--- config.mk ---
export PLATFORM = sky130hd
export DESIGN_NAME = torque_calibration_scaling
export DESIGN_NICKNAME = d
export VERILOG_FILES = /design/src/logic/torque_cal_pkg.sv /design/src/logic/torque_calibration_scaling.sv
export SDC_FILE = /design/constraint.sdc
export NUM_CORES = 2
export LEC_CHECK = 0
export ABC_AREA = 1
export CAP_MARGIN = 20
export CORE_MARGIN = 2
export CORE_UTILIZATION = 50
export CTS_BUF_LIST = sky130_fd_sc_hd__clkbuf_8
export CTS_CLUSTER_SIZE = 12
export DETAILED_ROUTE_END_ITERATION = 16
export DONT_BUFFER_PORTS = 1
export PLACE_DENSITY = 0.68
export SLEW_MARGIN = 0
export SYNTH_ARGS = -nofsm -noshare
export SYNTH_HDL_FRONTEND = slang
export SYNTH_SLANG_ARGS = --single-unit
--- constraint.sdc ---
create_clock -name core_clk -period 7.8 [get_ports core_clk]
set_input_delay 1.17 -clock core_clk [delete_from_list [all_inputs] [get_ports core_clk]]
set_output_delay 1.17 -clock core_clk [all_outputs]
set_load 0.01 [all_outputs]
--- src/logic/torque_cal_pkg.sv ---
// ----------------------------------------------------------------------------
// Notes on behaviour
// - equivalent calibration runs only once both rated voltage and capacity are entered
// - 10 V range: rated -10.000..10.000 V nonzero, capacity -99999..99999 nonzero
// - 5 V range: rated -5.000..5.000 V nonzero, same capacity range
// - equivalent success copies capacity into actual-load setting; error keeps it
// - equivalent failure sounds alarm, no return to item selection
// - actual load nonzero +-99999; success stores present voltage as rated output
// - actual failure: alarm plus error indication; success: done message, item return
// - displayed load is computed load minus signed offset; zero disables it
// - digital zero refused with error when absolute load exceeds limit
// - limit is checked against accumulated zeroing from the zero-calibration point
// - protect bit 1 blocks all calibration setting writes but not the digital zero command, 0 allows them
// - pulse-rate codes 0..6 decode to 1,4,60,90,encoder,60 fast,90 fast
// - encoder option uses encoder pulses-per-revolution count
// - 60/90 plain settings measure single pulse periods, coarse at high speed
// - fast variants time whole revolutions, slower response, higher minimum speed
// - low speed mode when encoder option selected and count over 600
// - voltage-input code 0 selects 10 V range, 1 selects 5 V
// ----------------------------------------------------------------------------
package torque_cal_pkg;
  localparam int unsigned CLK_HZ     = 50_000_000;
  localparam int unsigned MAX_DET_MS = 1000;
  localparam int unsigned MAX_DET_CYC = CLK_HZ / 1000 * MAX_DET_MS;

  // register byte offsets
  localparam logic [7:0] OFS_CTRL   = 8'h00;
  localparam logic [7:0] OFS_RATED  = 8'h04;
  localparam logic [7:0] OFS_CAP    = 8'h08;
  localparam logic [7:0] OFS_ACTUAL = 8'h0c;
  localparam logic [7:0] OFS_ZERO   = 8'h10;
  localparam logic [7:0] OFS_OFFSET = 8'h14;
  localparam logic [7:0] OFS_DZLIM  = 8'h18;
  localparam logic [7:0] OFS_ENC    = 8'h1c;
  localparam logic [7:0] OFS_CMD    = 8'h20;
  localparam logic [7:0] OFS_STATUS = 8'h24;
  localparam logic [7:0] OFS_LOAD   = 8'h28;
  localparam logic [7:0] OFS_SPEED  = 8'h2c;
  localparam logic [7:0] OFS_DZAMT  = 8'h30;

  // status bit positions
  localparam int ST_ALARM = 0;
  localparam int ST_CALIBRATION_ERROR_INDICATION  = 1;
  localparam int ST_DONE  = 2;
  localparam int ST_DZERR = 3;
  localparam int ST_LOW   = 4;

  // limits and reset values
  localparam int V10_MAX_MV   = 10000;
  localparam int V5_MAX_MV    = 5000;
  localparam int VAL_MAX      = 99999;
  localparam int LOW_ENC_MIN  = 600;
  localparam int RATED_RST    = 10000;
  localparam int CAP_RST      = 10000;
  localparam int DZLIM_RST    = 99999;
  localparam int ENC_RST      = 3600;

  typedef enum logic [2:0] {
    PR_1 = 3'h0, PR_4 = 3'h1, PR_60 = 3'h2, PR_90 = 3'h3,
    PR_ENC = 3'h4, PR_60HS = 3'h5, PR_90HS = 3'h6, PR_RSV = 3'h7
  } pulse_rate_e;

  typedef enum logic [1:0] {DIV_IDLE = 2'h0, DIV_RUN = 2'h1, DIV_DONE = 2'h2} div_state_e;

  typedef struct packed {
    logic [1:0]  speed_div;
    pulse_rate_e pulse_rate;
    logic        protect;
    logic        volt_5v;
  } ctrl_s;

  localparam ctrl_s CTRL_RST = '{speed_div: 2'h0, pulse_rate: PR_4, protect: 1'b0, volt_5v: 1'b0};
endpackage : torque_cal_pkg

--- src/logic/torque_calibration_scaling.sv ---
`timescale 1ns/1ps
module torque_calibration_scaling #(
  parameter int unsigned MAX_DET_CYC = torque_cal_pkg::MAX_DET_CYC,
  parameter int          VAL_W       = 24
) (
  input  wire logic               core_clk,
  input  wire logic               arst_n,
  input  wire logic               psel,
  input  wire logic               penable,
  input  wire logic               pwrite,
  input  wire logic [7:0]         paddr,
  input  wire logic [31:0]        pwdata,
  output logic                    pready,
  output logic [31:0]             prdata,
  output logic                    pslverr,
  input  wire logic signed [15:0] sample_mv,
  input  wire logic               sample_valid,
  input  wire logic               rot_pulse,
  output logic signed [VAL_W-1:0] load_value,
  output logic [31:0]             speed_value,
  output logic [7:0]              speed_div,
  output logic                    low_speed_mode,
  output logic                    alarm,
  output logic                    calibration_error_indication,
  output logic                    cal_done_msg,
  output logic                    item_select_return
);
  localparam int NUM_W = 40;
  localparam int DEN_W = 48;

  // ----------------------------------------------------------------
  // helpers
  // ----------------------------------------------------------------
  function automatic logic in_range(input logic signed [31:0] v, input int lim);
    in_range = (v != 0) && (v <= lim) && (v >= -lim);
  endfunction : in_range

  // ----------------------------------------------------------------
  // apb slave: setup cycle latches the answer, one access cycle
  // ----------------------------------------------------------------
  torque_cal_pkg::ctrl_s   ctrl_reg;
  logic signed [15:0]      rated_reg, zero_reg, cur_mv_reg, rated_in_reg;
  logic signed [VAL_W-1:0] cap_reg, actual_reg, offset_reg, cap_in_reg;
  logic signed [VAL_W-1:0] raw_load_reg, dz_amount_reg;
  logic [VAL_W-1:0]        dzlim_reg;
  logic [13:0]             enc_reg;
  logic                    v_in_reg, c_in_reg;
  logic                    dz_err_reg, alarm_reg, calibration_error_indication_reg, done_reg, ret_reg;
  logic                    busy_reg;
  logic                    wr_en, wr_ok;
  logic [31:0]             rd_next;
  logic                    err_next;

  assign wr_en = psel && penable && pready && pwrite;
  assign wr_ok = wr_en && !ctrl_reg.protect;

  // read mux, unmapped offsets flag an error and read zero
  always_comb begin
    rd_next  = 32'h0;
    err_next = 1'b0;
    if (paddr == torque_cal_pkg::OFS_CTRL) begin
      rd_next = 32'(ctrl_reg);
    end else if (paddr == torque_cal_pkg::OFS_RATED) begin
      rd_next = 32'(rated_reg);
    end else if (paddr == torque_cal_pkg::OFS_CAP) begin
      rd_next = 32'(cap_reg);
    end else if (paddr == torque_cal_pkg::OFS_ACTUAL) begin
      rd_next = 32'(actual_reg);
    end else if (paddr == torque_cal_pkg::OFS_ZERO) begin
      rd_next = 32'(zero_reg);
    end else if (paddr == torque_cal_pkg::OFS_OFFSET) begin
      rd_next = 32'(offset_reg);
    end else if (paddr == torque_cal_pkg::OFS_DZLIM) begin
      rd_next = 32'(dzlim_reg);
    end else if (paddr == torque_cal_pkg::OFS_ENC) begin
      rd_next = 32'(enc_reg);
    end else if (paddr == torque_cal_pkg::OFS_CMD) begin
      rd_next = 32'h0;
    end else if (paddr == torque_cal_pkg::OFS_STATUS) begin
      rd_next = {25'h0, c_in_reg, v_in_reg, low_speed_mode, dz_err_reg, done_reg, calibration_error_indication_reg, alarm_reg};
    end else if (paddr == torque_cal_pkg::OFS_LOAD) begin
      rd_next = 32'(load_value);
    end else if (paddr == torque_cal_pkg::OFS_SPEED) begin
      rd_next = speed_value;
    end else if (paddr == torque_cal_pkg::OFS_DZAMT) begin
      rd_next = 32'(dz_amount_reg);
    end else begin
      err_next = 1'b1;
    end
  end

  // answer registered in the setup cycle so outputs come from flops
  always_ff @(posedge core_clk or negedge arst_n) begin
    if (!arst_n) begin
      pready  <= 1'b0;
      prdata  <= 32'h0;
      pslverr <= 1'b0;
    end else begin
      pready  <= psel && !penable;
      prdata  <= (psel && !penable && !pwrite) ? rd_next : 32'h0;
      pslverr <= psel && !penable && err_next;
    end
  end

  // ----------------------------------------------------------------
  // plain settings
  // ----------------------------------------------------------------
  always_ff @(posedge core_clk or negedge arst_n) begin
    if (!arst_n) begin
      ctrl_reg   <= torque_cal_pkg::CTRL_RST;
      zero_reg   <= 16'sh0;
      offset_reg <= '0;
      dzlim_reg  <= VAL_W'(torque_cal_pkg::DZLIM_RST);
      enc_reg    <= 14'(torque_cal_pkg::ENC_RST);
    end else if (wr_en) begin
      // protect itself stays writable so it can be released
      if (paddr == torque_cal_pkg::OFS_CTRL) begin
        ctrl_reg.protect <= pwdata[1];
        if (!ctrl_reg.protect) begin
          ctrl_reg.volt_5v    <= pwdata[0];
          ctrl_reg.pulse_rate <= torque_cal_pkg::pulse_rate_e'(pwdata[4:2]);
          ctrl_reg.speed_div  <= pwdata[6:5];
        end
      end else if (wr_ok && paddr == torque_cal_pkg::OFS_ZERO) begin
        zero_reg <= pwdata[15:0];
      end else if (wr_ok && paddr == torque_cal_pkg::OFS_OFFSET) begin
        offset_reg <= pwdata[VAL_W-1:0];
      end else if (wr_ok && paddr == torque_cal_pkg::OFS_DZLIM) begin
        dzlim_reg <= (pwdata > 32'(torque_cal_pkg::VAL_MAX)) ? dzlim_reg : pwdata[VAL_W-1:0];
      end else if (wr_ok && paddr == torque_cal_pkg::OFS_ENC) begin
        enc_reg <= pwdata[13:0];
      end
    end
  end

  // ----------------------------------------------------------------
  // calibration: equivalent input and actual load
  // ----------------------------------------------------------------
  logic [31:0] v_lim;
  logic        eq_go, act_go, eq_ok, act_ok;
  logic signed [31:0] act_in;

  assign v_lim  = ctrl_reg.volt_5v ? 32'(torque_cal_pkg::V5_MAX_MV) : 32'(torque_cal_pkg::V10_MAX_MV);
  assign eq_go  = v_in_reg && c_in_reg;
  assign eq_ok  = in_range(32'(rated_in_reg), int'(v_lim))
               && in_range(32'(cap_in_reg), torque_cal_pkg::VAL_MAX)
               && (rated_in_reg != zero_reg);
  assign act_in = 32'(signed'(pwdata));
  assign act_go = wr_ok && paddr == torque_cal_pkg::OFS_ACTUAL;
  assign act_ok = in_range(act_in, torque_cal_pkg::VAL_MAX)
               && in_range(32'(cur_mv_reg), int'(v_lim)) && (cur_mv_reg != zero_reg);

  // entries wait until both halves are present
  always_ff @(posedge core_clk or negedge arst_n) begin
    if (!arst_n) begin
      v_in_reg     <= 1'b0;
      c_in_reg     <= 1'b0;
      rated_in_reg <= 16'sh0;
      cap_in_reg   <= '0;
    end else if (eq_go) begin
      v_in_reg <= 1'b0;
      c_in_reg <= 1'b0;
    end else if (wr_ok && paddr == torque_cal_pkg::OFS_RATED) begin
      rated_in_reg <= pwdata[15:0];
      v_in_reg     <= 1'b1;
    end else if (wr_ok && paddr == torque_cal_pkg::OFS_CAP) begin
      cap_in_reg <= pwdata[VAL_W-1:0];
      c_in_reg   <= 1'b1;
    end
  end

  // settings change only on success
  always_ff @(posedge core_clk or negedge arst_n) begin
    if (!arst_n) begin
      rated_reg  <= 16'(torque_cal_pkg::RATED_RST);
      cap_reg    <= VAL_W'(torque_cal_pkg::CAP_RST);
      actual_reg <= VAL_W'(torque_cal_pkg::CAP_RST);
    end else if (eq_go && eq_ok) begin
      rated_reg  <= rated_in_reg;
      cap_reg    <= cap_in_reg;
      actual_reg <= cap_in_reg;
    end else if (act_go && act_ok) begin
      rated_reg  <= cur_mv_reg;
      cap_reg    <= pwdata[VAL_W-1:0];
      actual_reg <= pwdata[VAL_W-1:0];
    end
  end

  // sticky outcome flags plus the one-cycle return pulse, a new event wins over a clear
  logic clr_st, dz_go, dz_fail;
  assign clr_st = wr_en && paddr == torque_cal_pkg::OFS_STATUS;
  always_ff @(posedge core_clk or negedge arst_n) begin
    if (!arst_n) begin
      alarm_reg <= 1'b0;
      calibration_error_indication_reg  <= 1'b0;
      done_reg  <= 1'b0;
      ret_reg   <= 1'b0;
    end else begin
      ret_reg <= (eq_go && eq_ok) || (act_go && act_ok);
      if ((eq_go && !eq_ok) || (act_go && !act_ok) || dz_fail) begin
        alarm_reg <= 1'b1;
      end else if (clr_st && pwdata[torque_cal_pkg::ST_ALARM]) begin
        alarm_reg <= 1'b0;
      end
      if (act_go && !act_ok) begin
        calibration_error_indication_reg <= 1'b1;
      end else if ((clr_st && pwdata[torque_cal_pkg::ST_CALIBRATION_ERROR_INDICATION]) || (act_go && act_ok)) begin
        calibration_error_indication_reg <= 1'b0;
      end
      if ((eq_go && eq_ok) || (act_go && act_ok)) begin
        done_reg <= 1'b1;
      end else if (clr_st && pwdata[torque_cal_pkg::ST_DONE]) begin
        done_reg <= 1'b0;
      end
    end
  end

  // ----------------------------------------------------------------
  // digital zero: accumulated amount from the zero-calibration point
  // ----------------------------------------------------------------
  logic [VAL_W-1:0]  raw_abs;
  assign dz_go   = wr_en && paddr == torque_cal_pkg::OFS_CMD && pwdata[0];
  assign raw_abs = raw_load_reg[VAL_W-1] ? VAL_W'(-raw_load_reg) : VAL_W'(raw_load_reg);
  assign dz_fail = dz_go && (raw_abs > dzlim_reg);

  always_ff @(posedge core_clk or negedge arst_n) begin
    if (!arst_n) begin
      dz_amount_reg <= '0;
      dz_err_reg    <= 1'b0;
    end else begin
      if (dz_go && !dz_fail) begin
        dz_amount_reg <= raw_load_reg;
      end else if (wr_ok && paddr == torque_cal_pkg::OFS_ZERO) begin
        dz_amount_reg <= '0;
      end
      if (dz_fail) begin
        dz_err_reg <= 1'b1;
      end else if (clr_st && pwdata[torque_cal_pkg::ST_DZERR]) begin
        dz_err_reg <= 1'b0;
      end
    end
  end

  // ----------------------------------------------------------------
  // rotation pulses: two-flop sync, period timing
  // ----------------------------------------------------------------
  logic [2:0]  pls_sync_reg;
  logic [31:0] gap_reg, period_reg;
  logic [13:0] ppr, pcnt_reg;
  logic        hs, low_next, edge_seen, meas_reg;

  assign edge_seen = pls_sync_reg[1] && !pls_sync_reg[2];
  assign hs        = ctrl_reg.pulse_rate inside {torque_cal_pkg::PR_60HS, torque_cal_pkg::PR_90HS};
  assign low_next  = ctrl_reg.pulse_rate == torque_cal_pkg::PR_ENC
                  && enc_reg > 14'(torque_cal_pkg::LOW_ENC_MIN);

  // pulses per revolution
  always_comb begin
    case (ctrl_reg.pulse_rate)
      torque_cal_pkg::PR_4:    ppr = 14'd4;
      torque_cal_pkg::PR_60,
      torque_cal_pkg::PR_60HS: ppr = 14'd60;
      torque_cal_pkg::PR_90,
      torque_cal_pkg::PR_90HS: ppr = 14'd90;
      torque_cal_pkg::PR_ENC:  ppr = (enc_reg == 14'd0) ? 14'd1 : enc_reg;
      default:                 ppr = 14'd1;
    endcase
  end

  // fast variants time a whole revolution, plain ones a single pulse
  always_ff @(posedge core_clk or negedge arst_n) begin
    if (!arst_n) begin
      pls_sync_reg <= 3'h0;
      gap_reg      <= 32'h0;
      pcnt_reg     <= 14'h0;
      period_reg   <= 32'h0;
      meas_reg     <= 1'b0;
    end else begin
      pls_sync_reg <= {pls_sync_reg[1:0], rot_pulse};
      meas_reg     <= 1'b0;
      if (gap_reg >= MAX_DET_CYC) begin
        gap_reg    <= 32'h0;  // stopped: report zero
        pcnt_reg   <= 14'h0;
        period_reg <= 32'h0;
        meas_reg   <= 1'b1;
      end else if (edge_seen && (!hs || pcnt_reg >= ppr - 14'd1)) begin
        period_reg <= gap_reg + 32'h1;
        gap_reg    <= 32'h0;
        pcnt_reg   <= 14'h0;
        meas_reg   <= 1'b1;
      end else begin
        gap_reg  <= gap_reg + 32'h1;
        pcnt_reg <= edge_seen ? pcnt_reg + 14'h1 : pcnt_reg;
      end
    end
  end

  // ----------------------------------------------------------------
  // shared restoring divider: load scaling and speed
  // ----------------------------------------------------------------
  torque_cal_pkg::div_state_e div_state_reg;
  logic [NUM_W-1:0]  num_reg;
  logic [DEN_W-1:0]  den_reg;
  logic [DEN_W:0]    rem_reg, rem_sh;
  logic [5:0]        step_reg;
  logic              job_spd_reg, neg_reg, spd_pend, ld_pend;
  logic signed [16:0] dv, dspan;
  logic [16:0]       dv_abs, span_abs, cap_abs;
  logic [NUM_W-1:0]  spd_num;

  assign dv       = 17'(cur_mv_reg) - 17'(zero_reg);
  assign dspan    = 17'(rated_reg) - 17'(zero_reg);
  assign dv_abs   = dv[16] ? 17'(-dv) : 17'(dv);
  assign span_abs = dspan[16] ? 17'(-dspan) : 17'(dspan);
  assign cap_abs  = cap_reg[VAL_W-1] ? 17'(-cap_reg) : 17'(cap_reg);
  assign spd_num  = NUM_W'(64'(torque_cal_pkg::CLK_HZ) * (low_next ? 64'd600 : 64'd60));
  assign rem_sh   = {rem_reg[DEN_W-1:0], num_reg[NUM_W-1]};

  always_ff @(posedge core_clk or negedge arst_n) begin
    if (!arst_n) begin
      div_state_reg <= torque_cal_pkg::DIV_IDLE;
      num_reg <= '0;
      den_reg <= '0;
      rem_reg <= '0;
      step_reg <= 6'h0;
      job_spd_reg <= 1'b0;
      neg_reg <= 1'b0;
      spd_pend <= 1'b0;
      ld_pend <= 1'b0;
      raw_load_reg <= '0;
      speed_value <= 32'h0;
      cur_mv_reg <= 16'sh0;
      busy_reg <= 1'b0;
    end else begin
      if (sample_valid) begin
        cur_mv_reg <= sample_mv;
        ld_pend    <= 1'b1;
      end
      if (meas_reg) begin
        spd_pend <= 1'b1;
      end
      case (div_state_reg)
        torque_cal_pkg::DIV_IDLE: begin
          rem_reg  <= '0;
          step_reg <= 6'h0;
          if (spd_pend && !meas_reg) begin
            spd_pend <= 1'b0;
            if (period_reg == 32'h0) begin
              speed_value <= 32'h0;
            end else begin
              job_spd_reg   <= 1'b1;
              busy_reg      <= 1'b1;
              num_reg       <= spd_num;
              den_reg       <= hs ? DEN_W'(period_reg) : DEN_W'(period_reg) * DEN_W'(ppr);
              div_state_reg <= torque_cal_pkg::DIV_RUN;
            end
          end else if (ld_pend && !sample_valid) begin
            ld_pend       <= 1'b0;
            job_spd_reg   <= 1'b0;
            busy_reg      <= 1'b1;
            neg_reg       <= dv[16] ^ dspan[16] ^ cap_reg[VAL_W-1];
            num_reg       <= NUM_W'(34'(dv_abs) * 34'(cap_abs));
            den_reg       <= (span_abs == 17'h0) ? DEN_W'(1) : DEN_W'(span_abs);
            div_state_reg <= torque_cal_pkg::DIV_RUN;
          end
        end
        torque_cal_pkg::DIV_RUN: begin
          if (rem_sh >= {1'b0, den_reg}) begin
            rem_reg <= rem_sh - {1'b0, den_reg};
            num_reg <= {num_reg[NUM_W-2:0], 1'b1};
          end else begin
            rem_reg <= rem_sh;
            num_reg <= {num_reg[NUM_W-2:0], 1'b0};
          end
          step_reg <= step_reg + 6'h1;
          if (step_reg == 6'(NUM_W - 1)) begin
            div_state_reg <= torque_cal_pkg::DIV_DONE;
          end
        end
        torque_cal_pkg::DIV_DONE: begin
          busy_reg <= 1'b0;
          if (job_spd_reg) begin
            speed_value <= num_reg[31:0];
          end else begin
            raw_load_reg <= neg_reg ? -VAL_W'(num_reg) : VAL_W'(num_reg);
          end
          div_state_reg <= torque_cal_pkg::DIV_IDLE;
        end
        default: div_state_reg <= torque_cal_pkg::DIV_IDLE;
      endcase
    end
  end

  // ----------------------------------------------------------------
  // outputs
  // ----------------------------------------------------------------
  always_ff @(posedge core_clk or negedge arst_n) begin
    if (!arst_n) begin
      load_value     <= '0;
      speed_div      <= 8'h0;
      low_speed_mode <= 1'b0;
      alarm          <= 1'b0;
      calibration_error_indication <= 1'b0;
      cal_done_msg   <= 1'b0;
      item_select_return <= 1'b0;
    end else begin
      load_value     <= raw_load_reg - dz_amount_reg - offset_reg;
      low_speed_mode <= low_next;
      // division in tenths of rpm
      case (ctrl_reg.speed_div)
        2'h0:    speed_div <= low_next ? 8'd1 : 8'd10;
        2'h1:    speed_div <= low_next ? 8'd2 : 8'd20;
        2'h2:    speed_div <= low_next ? 8'd5 : 8'd50;
        default: speed_div <= low_next ? 8'd10 : 8'd100;
      endcase
      alarm          <= alarm_reg || dz_err_reg;
      calibration_error_indication <= calibration_error_indication_reg;
      cal_done_msg   <= done_reg;
      item_select_return <= ret_reg;
    end
  end
endmodule : torque_calibration_scaling

==> results.yml <==
status:
  status: "finished with violations"
  violations: "slew limit"
global_routing:
  antenna_found_initial: 21
  grt_util_all_layers_pct: 35.7
  grt_pass1_wl_um: 330000
  grt_pass1_vias: 54259
  gr-total-overflow: 0
  grt_max_degree: 466
sta:
  timing.fmax_ghz: 0.130
  finalCriticalPeriod_ns: 7.68
  clock_skew_ns: 0.0819
  finalSetupViolations: 0
  rsz0062_at_grt: "true"
  finalHoldViolations: 0
  final.setup.worst_slack_ns: 0.115
  period_share_pct: 98.5
  slew_viol_final: 391
  relSlewSlack_pct: -30.3
  tightest_slew_ns: 1.95
routing:
  drc: 0
  wl_met2_um: 90800
  vias: 55427
  drt_iter0_drc: 5874
  ant_nets: 0
  wl_per_cell_um: 22.3
  met1_length_um: 95500
  wl_met3_um: 23500
  firstDrtPassIters: 7
  vias_per_cell: 5.69
  maxUsedRoutingLayer: "met5"
  drt-total-wl_um: 217000
critical_path:
  reg2reg_depth: 37
  critPathMaxStageDelay_ns: 0.61
  critPathMaxFanout: 4
  crit_path_end_kind: "flop"
  path_class: "flop to flop"
  critPathLaunchType: "flop"
  cp_data_arrival_time_ns: 8.46
  r2r_setup_slack_ns: 0.12
  required_ns: 8.57
  worstReg2RegEnd: "num_reg[33]"
  timing.rr.start: "zero_reg[1]"
  slowest_stage: "fa_2"
synth:
  synthCells: 7816
  ys_async_sr_fraction_pct: 100
  synth-seq-area-share_pct: 23.9
  synth_top_family_by_area: "adder cells"
  synthXorXnorAreaFrac_pct: 3.22
  muxShareOfSynthArea_pct: 0.0168
  synthSimpleGateAreaFrac_pct: 20.7
  synth_compound_area_share_pct: 12.5
  ys.warnings.count: 0
  ys_ff_latch: 566
  yosys.area_share.adder_pct: 28.6
  synth-edff-count: 0
  avgSynthCellArea_sq_um: 7.60
  synth_ff_type: "dfrtp_1"
  syn_area_sq_um: 59400
  ys_types: 67
cells_and_area:
  drive_gt1_share_pct: 11.7
  largest_reg_flops: 48
  fin_nets: 9168
  synthToLayoutAreaGrowth_pct: 13.9
placed_design:
  port_buffers: 0
  dp_hpwl_um: 170000
  place.gp.congestion: 0.996
  post-place-ws_ns: -0.343
clocking:
  cts_tree: "built"
  clock-sinks: 566
  cts_max_level: 3
  clockRootBuffer: "clkbuf_8"
  clk_pin_slew_ns: 0.07
  numCtsBuffers: 104
  cts_buffer_depth: 3
  clk_latency_ns: 0.88
die:
  die-height_um: 349
  io_pins: 166
  start_util_pct: 50.4
  coreArea_sq_um: 118000
  dieArea_sq_um: 122000
  fp-row-count: 126
  die_x_um: 349
run:
  max-cap-violations: 0
min_path:
  hold_path_class: "input port to async pin"
cell type report:
cell class | count | area, sq um
flip-flops and latches | 566 | 14200
fillers | 11124 | 50200
well taps | 1536 | 1920
clock inverters | 58 | 494
diodes | 16 | 40.0
multi-input cells | 5521 | 39900
repair inverters | 2 | 15.0
inverters | 1475 | 5570
repair buffers | 439 | 3700
clock buffers | 133 | 1830
through the flow:
stage / instances / instance area (sq um) / hold slack [ns] / setup TNS, ns / util [%]
2_1_floorplan: 7822 / 59400 / 0.331 / 0 / -
3_3_place_gp: 9478 / 63500 / 0.335 / -2.82 / 53.8
6_report: 9746 / 67700 / 0.142 / 0 / 57.4
3_5_place_dp: 9478 / 63500 / 0.339 / -3.71 / 53.8
5_1_grt: 9743 / 67700 / 0.0498 / -0.928 / 57.4
4_1_cts: 9681 / 66100 / 0.000759 / 0 / 56.0
routing by layer:
metal	vias to the layer above	GRT usage, %
met2	2715	51.8
met3	390	9.14
met4	4	10.5
met5	-	0
li1	25310	-
met1	27008	52.3
cell usage after synthesis (27+ instances only):
| cell | number | area share (%) |
|---|---|---|
| a21oi_1 | 424 | 3.6 |
| a221oi_1 | 27 | 0.40 |
| a31oi_1 | 41 | 0.43 |
| buf_2 | 29 | 0.24 |
| clkbuf_1 | 215 | 1.4 |
| dfrtp_1 | 541 | 23 |
| fa_1 | 607 | 20 |
| ha_1 | 389 | 8.2 |
| inv_1 | 1443 | 9.1 |
| nand2_1 | 1517 | 9.6 |
| nand3_1 | 365 | 3.1 |
| nand4_1 | 89 | 0.94 |
| nor2_1 | 817 | 5.2 |
| nor3_1 | 79 | 0.67 |
| nor4_1 | 46 | 0.48 |
| o211ai_1 | 69 | 0.87 |
| o21ai_0 | 595 | 5.0 |
| xnor2_1 | 70 | 1.0 |
| xor2_1 | 139 | 2.0 |
how the worst max path moves through the flow:
stage	from	endpoint
2_1_floorplan	zero_reg[0]	num_reg[31]
3_3_place_gp	zero_reg[0]	num_reg[31]
3_5_place_dp	cur_mv_reg[0]	num_reg[31]
4_1_cts	zero_reg[0]	num_reg[29]
5_1_grt	zero_reg[1]	num_reg[31]
6_report	zero_reg[1]	num_reg[33]
repair_timing:
item                                    CTS  global route
setup buffers                             9            50
cloned                                    1             1
pin swaps                                30           176
endpoints found under the setup margin   20            38
hold buffers                              2             0
hold endpoints to repair                 94             0
resized for setup                        53           317
cell families after synthesis:
family | after synthesis
adder cells (fa/ha/maj) | 996
AO/OA/AOI/OAI | 1328
multiplexers | 1
flip-flops | 566
buffers and inverters | 1735
XOR/XNOR | 214
AND/OR/NAND/NOR | 2975
other | 1
worst max-delay path: cells and delay by family (launching register included):
kind,cells,cell delay [ns]
buffers and inverters,8,0.78
flip-flops,1,0.42
XOR/XNOR,2,0.26
AO/OA/AOI/OAI,3,0.52
AND/OR/NAND/NOR,16,1.70
adder cells (fa/ha/maj),8,3.87
cells in the final DEF, fill, tap and decap left out, types with 350 or more instances in the layout:
master	synthesis	final
a21oi_1	424	395
fa_1	607	589
buf_4	2	381
dfrtp_1	541	540
o21ai_0	595	570
ha_1	389	363
nand3_1	365	350
inv_1	1443	1424
nor2_1	817	774
nand2_1	1517	1465
Power is left out: the tool's default activity adds up to more than one toggle a clock period on the data nets, which glitch-free logic cannot reach.
